File: src/logic/timer_pacc_pkg.sv
/*
  Shared constants for the pulse accumulator and timer port block:
  register indices, field positions, reset values and divider counts.
  Assumes a byte address equal to four times the register index.
*/
`default_nettype none

package timer_pacc_pkg;

  // ----------------------------------------------------------------
  // Register indices (byte address is index times four)
  // ----------------------------------------------------------------
  localparam logic [7:0] IDX_ACC_CONTROL  = 8'ha0;
  localparam logic [7:0] IDX_ACC_FLAGS    = 8'ha1;
  localparam logic [7:0] IDX_ACC_COUNT    = 8'ha2;
  localparam logic [7:0] IDX_SYS_CONTROL  = 8'ha6;
  localparam logic [7:0] IDX_TEST_CONTROL = 8'had;
  localparam logic [7:0] IDX_PORT_DATA    = 8'hae;
  localparam logic [7:0] IDX_PORT_DIR     = 8'haf;

  // ----------------------------------------------------------------
  // Field positions
  // ----------------------------------------------------------------
  localparam int BIT_ACC_ENABLE     = 6;
  localparam int BIT_ACC_GATED      = 5;
  localparam int BIT_ACC_EDGE       = 4;
  localparam int BIT_ACC_OVF_IRQ_EN = 1;
  localparam int BIT_ACC_IN_IRQ_EN  = 0;
  localparam int BIT_FLAG_OVF       = 1;
  localparam int BIT_FLAG_EDGE      = 0;
  localparam int BIT_TIMER_ENABLE   = 7;
  localparam int BIT_WAIT_STOP      = 6;
  localparam int BIT_DEBUG_STOP     = 5;
  localparam int BIT_FAST_CLEAR     = 4;
  localparam int BIT_CNT_BYPASS     = 2;
  localparam int BIT_ACC_BYPASS     = 1;
  localparam int PIN_ACC_INPUT      = 7;

  // ----------------------------------------------------------------
  // Reset values and counts
  // ----------------------------------------------------------------
  localparam logic [7:0]  RST_BYTE      = 8'h00;
  localparam logic [15:0] RST_COUNT     = 16'h0000;
  localparam logic [5:0]  DIV64_LAST    = 6'h3f;
  localparam logic [5:0]  DIV64_RST     = 6'h00;

endpackage : timer_pacc_pkg

`default_nettype wire

File: src/logic/timer_pulse_acc.sv
/*
  Pulse accumulator flags and count, test bypass, timer port data and
  direction, and low-power/debug halting, behind a classic Wishbone slave.
  Assumes compare channels, main counter and prescaler live elsewhere and
  supply oc_enable_i/oc_level_i on this clock; mode inputs share the clock.
*/
// Notes on behaviour
// - Input edge interrupt requested while edge flag and its enable are set.
// - With fast clear on, any count access clears all accumulator flags.
// - Overflow flag sets when the 16-bit count wraps from ffff to 0000.
// - Writing one to flag bit 1 clears the overflow flag.
// - Edge flag sets on counted edge, or trailing gate edge in gated mode.
// - Writing one to flag bit 0 clears the edge flag.
// - Test register always readable, writable only while special-mode-low is 0.
// - Counter bypass bit splits main counter into directly clocked halves.
// - Accumulator bypass splits count into two directly clocked 8-bit halves.
// - Port reads give pin level for inputs, driver level for outputs.
// - Port writes go to a latch that drives only general-purpose outputs.
// - Direction bit 0 makes a pin input, 1 makes it output.
// - Enabled output compare forces output without changing the direction bit.
// - Input capture channels leave the programmed direction alone.
// - Stop mode halts the whole timer.
// - In debug the timer runs unless debug-stop is set.
// - In wait the counters run unless wait-stop is set.
// - Timer enable low halts the main timer and the divide-by-64 clock; accumulator edge counting goes on.
// - Accumulator enable low halts all accumulator operation.
// - Overflow interrupt requested while overflow flag and its enable are set.
// - Gated mode with edge bit 0 counts divide-by-64 ticks while input high.
`timescale 1ns/1ns
`default_nettype none

module timer_pulse_acc #(
  parameter int ADDR_W = 10
) (
  input  wire logic              clk_i,
  input  wire logic              rst_i,
  input  wire logic              wb_cyc_i,
  input  wire logic              wb_stb_i,
  input  wire logic              wb_we_i,
  input  wire logic [ADDR_W-1:0] wb_adr_i,
  input  wire logic [3:0]        wb_sel_i,
  input  wire logic [31:0]       wb_dat_i,
  output logic      [31:0]       wb_dat_o,
  output logic                   wb_ack_o,
  input  wire logic [7:0]        port_pin_i,
  output logic      [7:0]        port_pin_o,
  output logic      [7:0]        port_oe_n_o,
  input  wire logic [7:0]        oc_enable_i,
  input  wire logic [7:0]        oc_level_i,
  input  wire logic              special_mode_low_i,
  input  wire logic              stop_mode_i,
  input  wire logic              wait_mode_i,
  input  wire logic              background_debug_state_i,
  output logic                   acc_input_irq_o,
  output logic                   acc_overflow_irq_o,
  output logic                   timer_active_o,
  output logic                   fast_flag_clear_all_o,
  output logic                   counter_divider_bypass_o
);

  // ----------------------------------------------------------------
  // Registers and synchronised inputs
  // ----------------------------------------------------------------
  logic [7:0]  acc_control_r;
  logic [1:0]  pulse_acc_flags_r;
  logic [15:0] pulse_acc_count_r;
  logic [7:0]  timer_system_control_r;
  logic [7:0]  timer_test_control_r;
  logic [7:0]  timer_port_pin_data_r;
  logic [7:0]  timer_port_direction_r;
  logic [5:0]  div64_r;
  logic        acc_in_prev_r;
  logic        ack_r;
  logic [31:0] rdata_r;
  logic [8:0]  sync_level;

  pin_sync #(
    .W (9)
  ) u_sync (
    .clk_i   (clk_i),
    .rst_i   (rst_i),
    .async_i ({special_mode_low_i, port_pin_i}),
    .level_o (sync_level)
  );

  wire [7:0] pin_level  = sync_level[7:0];
  wire       smode_low  = sync_level[8];
  wire       acc_in_level = pin_level[timer_pacc_pkg::PIN_ACC_INPUT];

  // ----------------------------------------------------------------
  // Bus decode
  // ----------------------------------------------------------------
  wire       req      = wb_cyc_i & wb_stb_i;
  wire       take     = req & ~ack_r;
  wire       done     = req & ack_r;
  wire [7:0] idx      = wb_adr_i[ADDR_W-1:2];
  wire       wr       = done & wb_we_i;
  wire       hit_ctl  = idx == timer_pacc_pkg::IDX_ACC_CONTROL;
  wire       hit_flg  = idx == timer_pacc_pkg::IDX_ACC_FLAGS;
  wire       hit_cnt  = idx == timer_pacc_pkg::IDX_ACC_COUNT;
  wire       hit_sys  = idx == timer_pacc_pkg::IDX_SYS_CONTROL;
  wire       hit_tst  = idx == timer_pacc_pkg::IDX_TEST_CONTROL;
  wire       hit_prt  = idx == timer_pacc_pkg::IDX_PORT_DATA;
  wire       hit_dir  = idx == timer_pacc_pkg::IDX_PORT_DIR;
  wire       lane0    = wb_sel_i[0];
  wire       lane1    = wb_sel_i[1];
  wire [7:0] wbyte0   = wb_dat_i[7:0];
  wire [7:0] wbyte1   = wb_dat_i[15:8];

  // ----------------------------------------------------------------
  // Control fields
  // ----------------------------------------------------------------
  wire acc_system_enable     = acc_control_r[timer_pacc_pkg::BIT_ACC_ENABLE];
  wire acc_gated_mode_select = acc_control_r[timer_pacc_pkg::BIT_ACC_GATED];
  wire acc_edge_select       = acc_control_r[timer_pacc_pkg::BIT_ACC_EDGE];
  wire acc_overflow_irq_en   = acc_control_r[timer_pacc_pkg::BIT_ACC_OVF_IRQ_EN];
  wire acc_input_irq_enable  = acc_control_r[timer_pacc_pkg::BIT_ACC_IN_IRQ_EN];
  wire timer_enable_bit      = timer_system_control_r[timer_pacc_pkg::BIT_TIMER_ENABLE];
  wire wait_stop_timer       = timer_system_control_r[timer_pacc_pkg::BIT_WAIT_STOP];
  wire debug_stop_timer      = timer_system_control_r[timer_pacc_pkg::BIT_DEBUG_STOP];
  wire fast_clear            = timer_system_control_r[timer_pacc_pkg::BIT_FAST_CLEAR];
  wire cnt_bypass            = timer_test_control_r[timer_pacc_pkg::BIT_CNT_BYPASS];
  wire acc_bypass            = timer_test_control_r[timer_pacc_pkg::BIT_ACC_BYPASS];

  // ----------------------------------------------------------------
  // Run conditions and divide-by-64 tick
  // ----------------------------------------------------------------
  // Mode halting
  wire run_ok       = ~stop_mode_i & ~(wait_mode_i & wait_stop_timer)
                    & ~(background_debug_state_i & debug_stop_timer);
  wire timer_active = timer_enable_bit & run_ok;
  wire acc_active   = acc_system_enable & run_ok;
  wire div_tick     = timer_active & (acc_bypass | (div64_r == timer_pacc_pkg::DIV64_LAST));

  // ----------------------------------------------------------------
  // Accumulator counting
  // ----------------------------------------------------------------
  wire rise       = acc_in_level & ~acc_in_prev_r;
  wire fall       = ~acc_in_level & acc_in_prev_r;
  wire sel_edge   = acc_edge_select ? rise : fall;
  // Gate open on high level with edge bit 0, low level with edge bit 1
  wire gate_open  = acc_in_level ^ acc_edge_select;
  wire inc        = acc_active & (acc_gated_mode_select ? (gate_open & div_tick) : sel_edge);
  // Same edge marks counted event and trailing gate edge
  wire edge_set   = acc_active & sel_edge;
  wire [7:0] hi_inc = pulse_acc_count_r[15:8] + 8'h01;
  wire [7:0] lo_inc = pulse_acc_count_r[7:0] + 8'h01;
  // Bypass clocks both halves with no carry between them
  wire [15:0] count_inc = acc_bypass ? {hi_inc, lo_inc} : pulse_acc_count_r + 16'h0001;
  wire ovf_set    = inc & (acc_bypass ? (pulse_acc_count_r[15:8] == 8'hff)
                                      : (pulse_acc_count_r == 16'hffff));
  wire cnt_write  = wr & hit_cnt;
  wire [15:0] count_wval = {lane1 ? wbyte1 : pulse_acc_count_r[15:8],
                            lane0 ? wbyte0 : pulse_acc_count_r[7:0]};
  wire [15:0] count_nxt  = cnt_write ? count_wval : (inc ? count_inc : pulse_acc_count_r);

  // ----------------------------------------------------------------
  // Flags: set wins over clear
  // ----------------------------------------------------------------
  // Fast clear on any count access
  wire ffca_clr   = done & hit_cnt & fast_clear;
  wire [1:0] w1c  = (wr & hit_flg & lane0) ? wbyte0[1:0] : 2'h0;
  wire [1:0] clr  = w1c | {2{ffca_clr}};
  wire [1:0] setv = {ovf_set, edge_set};
  wire [1:0] flags_nxt = setv | (pulse_acc_flags_r & ~clr);
  wire       edge_flag = pulse_acc_flags_r[timer_pacc_pkg::BIT_FLAG_EDGE];
  wire       ovf_flag  = pulse_acc_flags_r[timer_pacc_pkg::BIT_FLAG_OVF];

  // ----------------------------------------------------------------
  // Timer port
  // ----------------------------------------------------------------
  // Compare enable forces output, direction bit kept
  wire [7:0] out_dir   = oc_enable_i | timer_port_direction_r;
  wire [7:0] drive_lvl = (oc_enable_i & oc_level_i) | (~oc_enable_i & timer_port_pin_data_r);
  // Read back pin or driver level
  wire [7:0] port_read = (out_dir & drive_lvl) | (~out_dir & pin_level);

  // ----------------------------------------------------------------
  // Read mux
  // ----------------------------------------------------------------
  wire [31:0] rdata_nxt =
      hit_ctl ? {24'h000000, acc_control_r} :
      hit_flg ? {30'h00000000, pulse_acc_flags_r} :
      hit_cnt ? {16'h0000, pulse_acc_count_r} :
      hit_sys ? {24'h000000, timer_system_control_r} :
      // Test register readable at any time
      hit_tst ? {24'h000000, timer_test_control_r} :
      hit_prt ? {24'h000000, port_read} :
      hit_dir ? {24'h000000, timer_port_direction_r} : 32'h00000000;

  // Test writes only in special mode
  wire tst_write = wr & hit_tst & lane0 & ~smode_low;

  // ----------------------------------------------------------------
  // Register updates
  // ----------------------------------------------------------------
  always_ff @(posedge clk_i) begin
    if (rst_i) begin
      ack_r   <= 1'b0;
      rdata_r <= 32'h00000000;
    end else begin
      ack_r   <= take;
      rdata_r <= take ? rdata_nxt : 32'h00000000;
    end
  end

  always_ff @(posedge clk_i) begin
    if (rst_i) begin
      acc_control_r          <= timer_pacc_pkg::RST_BYTE;
      timer_system_control_r <= timer_pacc_pkg::RST_BYTE;
      timer_test_control_r   <= timer_pacc_pkg::RST_BYTE;
      timer_port_pin_data_r  <= timer_pacc_pkg::RST_BYTE;
      timer_port_direction_r <= timer_pacc_pkg::RST_BYTE;
    end else begin
      if (wr & hit_ctl & lane0) acc_control_r <= wbyte0;
      if (wr & hit_sys & lane0) timer_system_control_r <= wbyte0;
      if (tst_write) timer_test_control_r <= wbyte0;
      if (wr & hit_prt & lane0) timer_port_pin_data_r <= wbyte0;
      if (wr & hit_dir & lane0) timer_port_direction_r <= wbyte0;
    end
  end

  always_ff @(posedge clk_i) begin
    if (rst_i) begin
      pulse_acc_flags_r <= 2'h0;
      pulse_acc_count_r <= timer_pacc_pkg::RST_COUNT;
      div64_r           <= timer_pacc_pkg::DIV64_RST;
      acc_in_prev_r     <= 1'b0;
    end else begin
      pulse_acc_flags_r <= flags_nxt;
      pulse_acc_count_r <= count_nxt;
      // Divider frozen while the timer is halted
      if (timer_active) div64_r <= div64_r + 6'h01;
      acc_in_prev_r     <= acc_in_level;
    end
  end

  always_ff @(posedge clk_i) begin
    if (rst_i) begin
      port_pin_o               <= 8'h00;
      port_oe_n_o              <= 8'hff;
      acc_input_irq_o          <= 1'b0;
      acc_overflow_irq_o       <= 1'b0;
      timer_active_o           <= 1'b0;
      fast_flag_clear_all_o    <= 1'b0;
      counter_divider_bypass_o <= 1'b0;
    end else begin
      port_pin_o               <= drive_lvl;
      port_oe_n_o              <= ~out_dir;
      acc_input_irq_o          <= edge_flag & acc_input_irq_enable;
      acc_overflow_irq_o       <= ovf_flag & acc_overflow_irq_en;
      timer_active_o           <= timer_active;
      fast_flag_clear_all_o    <= fast_clear;
      // Split request to the main counter
      counter_divider_bypass_o <= cnt_bypass;
    end
  end

  assign wb_ack_o = ack_r;
  assign wb_dat_o = rdata_r;
endmodule // timer_pulse_acc

`default_nettype wire

File: src/logic/pin_sync.sv
/*
  Two-stage synchroniser for a group of level inputs.
  Assumes each input is a plain level from outside the clock domain.
*/
`timescale 1ns/1ns
`default_nettype none

module pin_sync #(
  parameter int W = 8
) (
  input  wire logic         clk_i,
  input  wire logic         rst_i,
  input  wire logic [W-1:0] async_i,
  output logic      [W-1:0] level_o
);

  logic [W-1:0] stage1_r;
  logic [W-1:0] stage2_r;

  always_ff @(posedge clk_i) begin
    if (rst_i) begin
      stage1_r <= '0;
      stage2_r <= '0;
    end else begin
      stage1_r <= async_i;
      stage2_r <= stage1_r;
    end
  end

  assign level_o = stage2_r;

endmodule // pin_sync

`default_nettype wire

File: config.mk
export PLATFORM = sky130hd
export DESIGN_NAME = timer_pulse_acc
export DESIGN_NICKNAME = d
export VERILOG_FILES = /design/src/logic/timer_pacc_pkg.sv /design/src/logic/timer_pulse_acc.sv /design/src/logic/pin_sync.sv
export SDC_FILE = /design/constraint.sdc
export NUM_CORES = 1
export LEC_CHECK = 0
export BUFFER_PORTS_ARGS = -buffer_cell sky130_fd_sc_hd__buf_4
export CORE_ASPECT_RATIO = 0.7
export CORE_UTILIZATION = 48
export DETAILED_ROUTE_END_ITERATION = 8
export PLACE_DENSITY = 0.76
export SYNTH_ARGS = -nofsm -noshare
export SYNTH_HDL_FRONTEND = slang
export SYNTH_HIERARCHICAL = 1
export SYNTH_SLANG_ARGS = --single-unit
File: constraint.sdc
create_clock -name clk_i -period 1.9 [get_ports clk_i]
set_input_delay 0.095 -clock clk_i [delete_from_list [all_inputs] [get_ports clk_i]]
set_output_delay 0.095 -clock clk_i [all_outputs]
set_load 0.1 [all_outputs]
### Word-level counts from Yosys, hierarchy flattened

Cells that the tools add are included.

| word-level totals | value |
|---|---|
| register bits after elaboration | 137 |
| output and inout port bits | 54 |

| cells by class | value |
|---|---|
| add/sub/neg operators | 4 |
| equal/unequal tests | 12 |
| muxes and demuxes | 16 |
| reductions and logical operators | 6 |
| bitwise logic cells | 58 |

Operator list:

| kind | count |
|---|---|
| $eq A8 B8 Y1 const B | 8 |
| $mux W16 | 4 |
| $mux W8 | 8 |
| $and A1 B1 Y1 | 35 |
| $and A8 B8 Y8 | 4 |
| $or A8 B8 Y8 | 3 |
| $add A16 B1 Y16 const B | 1 |
| $add A8 B1 Y8 const B | 2 |
| $eq A16 B16 Y1 const B | 1 |
| $not A8 Y8 | 2 |
| $not A1 Y1 | 8 |
| $reduce_or A8 Y1 | 1 |
| $add A6 B1 Y6 const B | 1 |
| $eq A6 B6 Y1 const B | 1 |
| $ne A2 B2 Y1 const B | 2 |
| $or A2 B2 Y2 | 2 |
| $reduce_and A2 Y1 | 2 |
| $reduce_or A4 Y1 | 1 |
| $mux W1 | 3 |
| $and A2 B2 Y2 | 1 |
| $mux W2 | 1 |
| $not A2 Y2 | 1 |
| $reduce_bool A2 Y1 | 1 |
| $reduce_or A2 Y1 | 1 |
| other kinds (2) | 2 |

### Logic depth before layout (Yosys ltp)

| depth | value |
|---|---|
| depth in word-level cells | 11 |
| depth in mapped cells | 9 |
| gate-level depth less buffers | 7 |

### Modules after synthesis

The synthesis kept the hierarchy.

Modules (own cells, without submodules):

| module | times used | area an instance (um^2) | seq. area each (um^2) | cells an instance |
|---|---|---|---|---|
| timer_pulse_acc | 1 | 4853.4 | 2062.0 | 545 |
| pin_sync | 1 | 489.2 | 360.3 | 37 |

### Least setup slack after synthesis

No wires, ideal clock.

| timing | value |
|---|---|
| path kind | flip-flop to flip-flop |
| start point | register ack_r (netlist: wb_ack_o) |
| end point | register pulse_acc_count_r[9] |
| required time | 1776 ps |
| setup slack | -683 ps |
| stages on the path, launching flop included | 7 |
| arrival | 2459 ps |
| path buffers | 1 |
| cells stage by stage | dfxtp_1 > and4_1 > and4_1 > clkbuf_1 > nand2_1 > a221o_1 > o311a_2 |

| between the ends | value |
|---|---|
| word-level cells in the longest chain between the ends | 5 |
| elaborated cells on any way between the ends | 7 |

Ends and longest elaborated chain:

| what | RTL line | source |
|---|---|---|
| start: declaration | timer_pulse_acc.sv:73 | `logic ack_r;` |
| start signal: assignment | timer_pulse_acc.sv:202 | `ack_r <= take;` |
| $and A1 B1 Y1 * | timer_pulse_acc.sv:95 | `wire done = req & ack_r;` |
| $and A1 B1 Y1 * | timer_pulse_acc.sv:97 | `wire wr = done & wb_we_i;` |
| $and A1 B1 Y1 * | timer_pulse_acc.sv:152 | `wire cnt_write = wr & hit_cnt;` |
| $ne A2 B2 Y1 (no source line) or $reduce_bool A2 Y1 (tied branches) | n/a |  |
| $reduce_and A2 Y1 (no source line) | n/a |  |
| end signal: assignment | timer_pulse_acc.sv:226 | `pulse_acc_count_r <= timer_pacc_pkg::RST_COUNT;` |
| end signal: assignment | timer_pulse_acc.sv:231 | `pulse_acc_count_r <= count_nxt;` |
| end: declaration | timer_pulse_acc.sv:66 | `logic [15:0] pulse_acc_count_r;` |

Mark *: on every way between the ends. The rest lies on a longest branch, timed or not.
A chain may end at the register's enable or synchronous reset.

### Worst setup path in the final report

| timing | value |
|---|---|
| start point | register u_sync.stage2_r[7] (netlist: u_sync/level_o[7]) |
| end point | register pulse_acc_count_r[9] |

| between the ends | value |
|---|---|
| word-level cells in the longest chain between the ends | 7 |
| elaborated cells on any way between the ends | 10 |

Ends and longest elaborated chain:

| what | RTL line | source |
|---|---|---|
| start: declaration | pin_sync.sv:18 | `logic [W-1:0] stage2_r;` |
| start signal: assignment | pin_sync.sv:26 | `stage2_r <= stage1_r;` |
| $not A1 Y1 | timer_pulse_acc.sv:139 | `wire fall = ~acc_in_level & acc_in_prev_r;` |
| $and A1 B1 Y1 | timer_pulse_acc.sv:139 |  |
| $mux W1 | timer_pulse_acc.sv:140 | `wire sel_edge = acc_edge_select ? rise : fall;` |
| $mux W1 * | timer_pulse_acc.sv:143 | `wire inc = acc_active & (acc_gated_mode_select ? (gate_open & div_tick) : sel_edge);` |
| $and A1 B1 Y1 * | timer_pulse_acc.sv:143 |  |
| $reduce_bool A2 Y1 (no source line) * | n/a |  |
| $reduce_and A2 Y1 (no source line) * | n/a |  |

Marks and branches as above.

==> results_dict.tcl <==
set metrics [dict create \
    status "finished, violations left" \
    violations "negative setup slack" \
    max_cap_violations 0 \
    pwr-share-seq 0.391 \
    required_ns 2.20 \
    start_util 0.505 \
    finalSetupViolations 13 \
    syn-cell-area_um2 5340 \
    arrival_ns 2.28 \
    grt_pass1_vias 4774 \
    synth_edf_count 0 \
    netlist_instances 582 \
    die_y_um 90.3 \
    cp.depth 7 \
    wl_um 15700 \
    hold_violations 0 \
    multi_input_area_um2 2780 \
    n_antenna_cell 0 \
    first_pass_iters 5 \
    first_iter_violations 403 \
    drc 0 \
    critical_path.top_delay_family "compound AO/OA/AOI/OAI gates" \
    grt_use_total 0.273 \
    io_buffers 96 \
    rsz0062_at_grt "yes" \
    die_width_um 128 \
    swShare 0.254 \
    cp_slowest_cell "or4bb_1" \
    ys_warn_count 6 \
    grt_pass1_wl_um 24200 \
    cts_sinks 121 \
    crit_path_cell_trace "or4bb_1 > o311a_4 > a21oi_4 > buf_6 > nand2_4 > a221o_1 > o311a_4" \
    place_congestion 0.870 \
    via_count 5042 \
    design.core.area_um2 10600 \
    num_rows 31 \
    report.power.total_mw 6.61 \
    antenna_found_initial 0 \
    worstSkewPairLatency_ns 0.41 \
    ioPinCount 133 \
    crit_buf_inv 1 \
    tightest_slew_ns 0.577 \
    p_per_area_nw_per_um2 870 \
    hold_ws_ns 0.0237 \
    cts_buffer_depth 2 \
    r2r_cells 7 \
    synth_ff_type "dfxtp_1" \
    htreeDepth 4 \
    slew_violations 0 \
    nets 840 \
    layout_min_cycle_time_ns 1.98 \
    register_area_um2 2440 \
    fillers 772 \
    synth.distinct_cells 65 \
    timing.fmax_ghz 0.505 \
    critPathCaptureType "flip-flop" \
    p_int_mw 4.93 \
    grt_max_degree 87 \
    slew_headroom 0.615 \
    ys_seq_area_frac 0.453 \
    syn_avg_cell_area_um2 9.18 \
    cp_max_fo 4 \
    period_share 1.04 \
    die-area_um2 11600 \
    cts.clk_slew.worst_paths_ns 0.06 \
    peakVddDrop_mv 0.620 \
    tritoncts "built" \
    layout_setup_ws_ns -0.0802 \
    synth_seq_cells 121 \
    hp-class "input port to flip-flop" \
    slowest_delay_ns 0.51 \
    combPwrFrac 0.100 \
    crit_path_start_kind "flip-flop" \
    root_buffer "clkbuf_16" \
    drive_gt1_frac 0.292 \
    overflow 0 \
    skew_ns 0.0117 \
    drtAntennaViolNets 0 \
    cts_buffers 17 \
    post-dp-hpwl_um 10300 \
    power.switching_mw 1.68 \
    viasPerCell 5.49 \
    async_reset_ff_frac 0 \
    syn2layout_area_growth_pct 42.1 \
    path_class "flip-flop to flip-flop" \
    routedWlPerCell_um 17.1 \
    min_path_cells 3 \
    crit_top_cell "o311a_4" \
    pwr-share-clk 0.509 \
    leakagePower_nw 3.22 \
]
==> routing by layer <==
layer  vias to the layer above  global-route usage  part of all wire
met5                         -                   0                 0
met4                         0              0.0824             0.012
met3                        15              0.0717             0.070
met2                       218               0.433              0.46
met1                      2423               0.364              0.46
li1                       2386                   -                 -
==> tightest hold or removal path, stage by stage <==
cell and delay (ns):
buf_4 0.15, nand3_1 0.07, o21ai_1 0.06
==> layout by cell type, fill, tap and decap left out, types with 14 or more instances in the layout <==
| cell | netlist | final |
|---|---|---|
| buf_4 | 17 | 141 |
| dfxtp_1 | 121 | 115 |
| nor2_1 | 105 | 105 |
| mux2i_1 | 50 | 50 |
| dlygate4sd3_1 | 0 | 35 |
| nor2b_1 | 22 | 22 |
| o21ai_0 | 22 | 21 |
| nand2_1 | 22 | 19 |
| a21oi_1 | 17 | 17 |
| clkbuf_16 | 0 | 17 |
| conb_1 | 1 | 16 |
| o22ai_1 | 16 | 14 |
==> repair_timing <==
action / CTS / global route
gates resized for setup: 9 / 22
hold buffers: 35 / 0
pin swaps: 3 / 9
setup endpoints to repair: 6 / 19
buffers inserted: 6 / 0
cloned: 2 / 0
endpoints found under the hold margin: 43 / 0
==> cells in the mapped netlist, drive strengths merged (2+ instances only) <==
library cell  count  area share
a32oi             2      0.0033
xor2              5      0.0082
nand2b           10       0.012
nor2            105       0.074
o31a              2      0.0033
o32ai             2      0.0033
nor4bb            2      0.0037
or2               2      0.0023
o211ai            3      0.0042
o21ai            26       0.024
xnor2             5      0.0082
nor2b            22       0.026
buf              26       0.041
nor3b             4      0.0056
and3              8      0.0098
nand3            11       0.010
o311a             7       0.014
inv              12      0.0084
o22ai            16       0.019
clkbuf           17       0.012
and4              5      0.0082
a31oi             3      0.0035
a311oi            3      0.0049
a21oi            18       0.019
dfxtp           121        0.45
nand2            22       0.015
nor4              5      0.0082
nand4             7      0.0094
ha                3      0.0070
and2b             8       0.011
nor3             11       0.012
mux2i            50       0.094
and2             13       0.016
a221oi            8       0.013
or4               2      0.0035
==> sequential cells by signal (all words and copies together), names as in the netlist <==
name,count
pulse_acc_count_r,16
wb_dat_o,16
u_sync/level_o,9
u_sync/stage1_r,9
acc_control_r,8
port_oe_n_o,8
port_pin_o,8
timer_port_direction_r,8
timer_port_pin_data_r,8
timer_system_control_r,8
timer_test_control_r,8
div64_r,6
pulse_acc_flags_r,2
acc_in_prev_r,1
acc_input_irq_o,1
acc_overflow_irq_o,1
counter_divider_bypass_o,1
fast_flag_clear_all_o,1
timer_active_o,1
wb_ack_o,1
==> final cells by class <==
cell class	instances	share of cell area
multi-input cells	422	0.366
inverters	12	0.00593
clock inverters	13	0.0221
repair buffers	184	0.201
well taps	148	0.0244
clock buffers	19	0.0597
flip-flops and latches	121	0.321
==> through the flow <==
stage	area (µm²)	TNS (ns)	util	std cells	worst slack, ns
after detailed placement	6430	-0.589	0.607	844	-0.109
final	7590	-0.332	0.717	919	-0.0802
after CTS	7480	-0.0677	0.707	919	-0.0440
after floorplan	5430	0	-	597	0.00332
after global placement	6430	0	0.607	844	0.00423
after global routing	7590	-1.27	0.717	919	-0.132
==> kinds of logic (layout without fill, tap and decap cells) <==
logic type	Yosys count	count (layout)	share of synthesized area
muxes	50	50	0.0937
and+or+nand+nor	240	242	0.233
AOI/OAI and AO/OA	101	101	0.133
buffers and inverters	56	228	0.0628
DFF	121	121	0.453
other	1	16	0.000702
xor gates and xnor gates	10	10	0.0164
adders and majority gates	3	3	0.00703
==> power by group through the flow <==
stage / sequential, mW / clock (mW) / combinational (mW)
2_1_floorplan: 2.76 / 0 / 0.297
3_3_place_gp: 2.64 / 0 / 0.585
3_5_place_dp: 2.64 / 0 / 0.590
4_1_cts: 2.58 / 3.41 / 0.651
5_1_grt: 2.58 / 3.53 / 0.689
6_report: 2.58 / 3.36 / 0.659
==> path summary, 6_finish.rpt <==
path	from	end	slack [ns]
max	u_sync/level_o[7]	pulse_acc_count_r[9]	-0.08
min	wb_dat_i[0]	pulse_acc_count_r[0]	0.02
max reg2reg	u_sync/level_o[7]	pulse_acc_count_r[9]	-0.08
min reg2reg	u_sync/stage1_r[5]	u_sync/level_o[5]	0.43
Power figures use the tool's default switching activity.
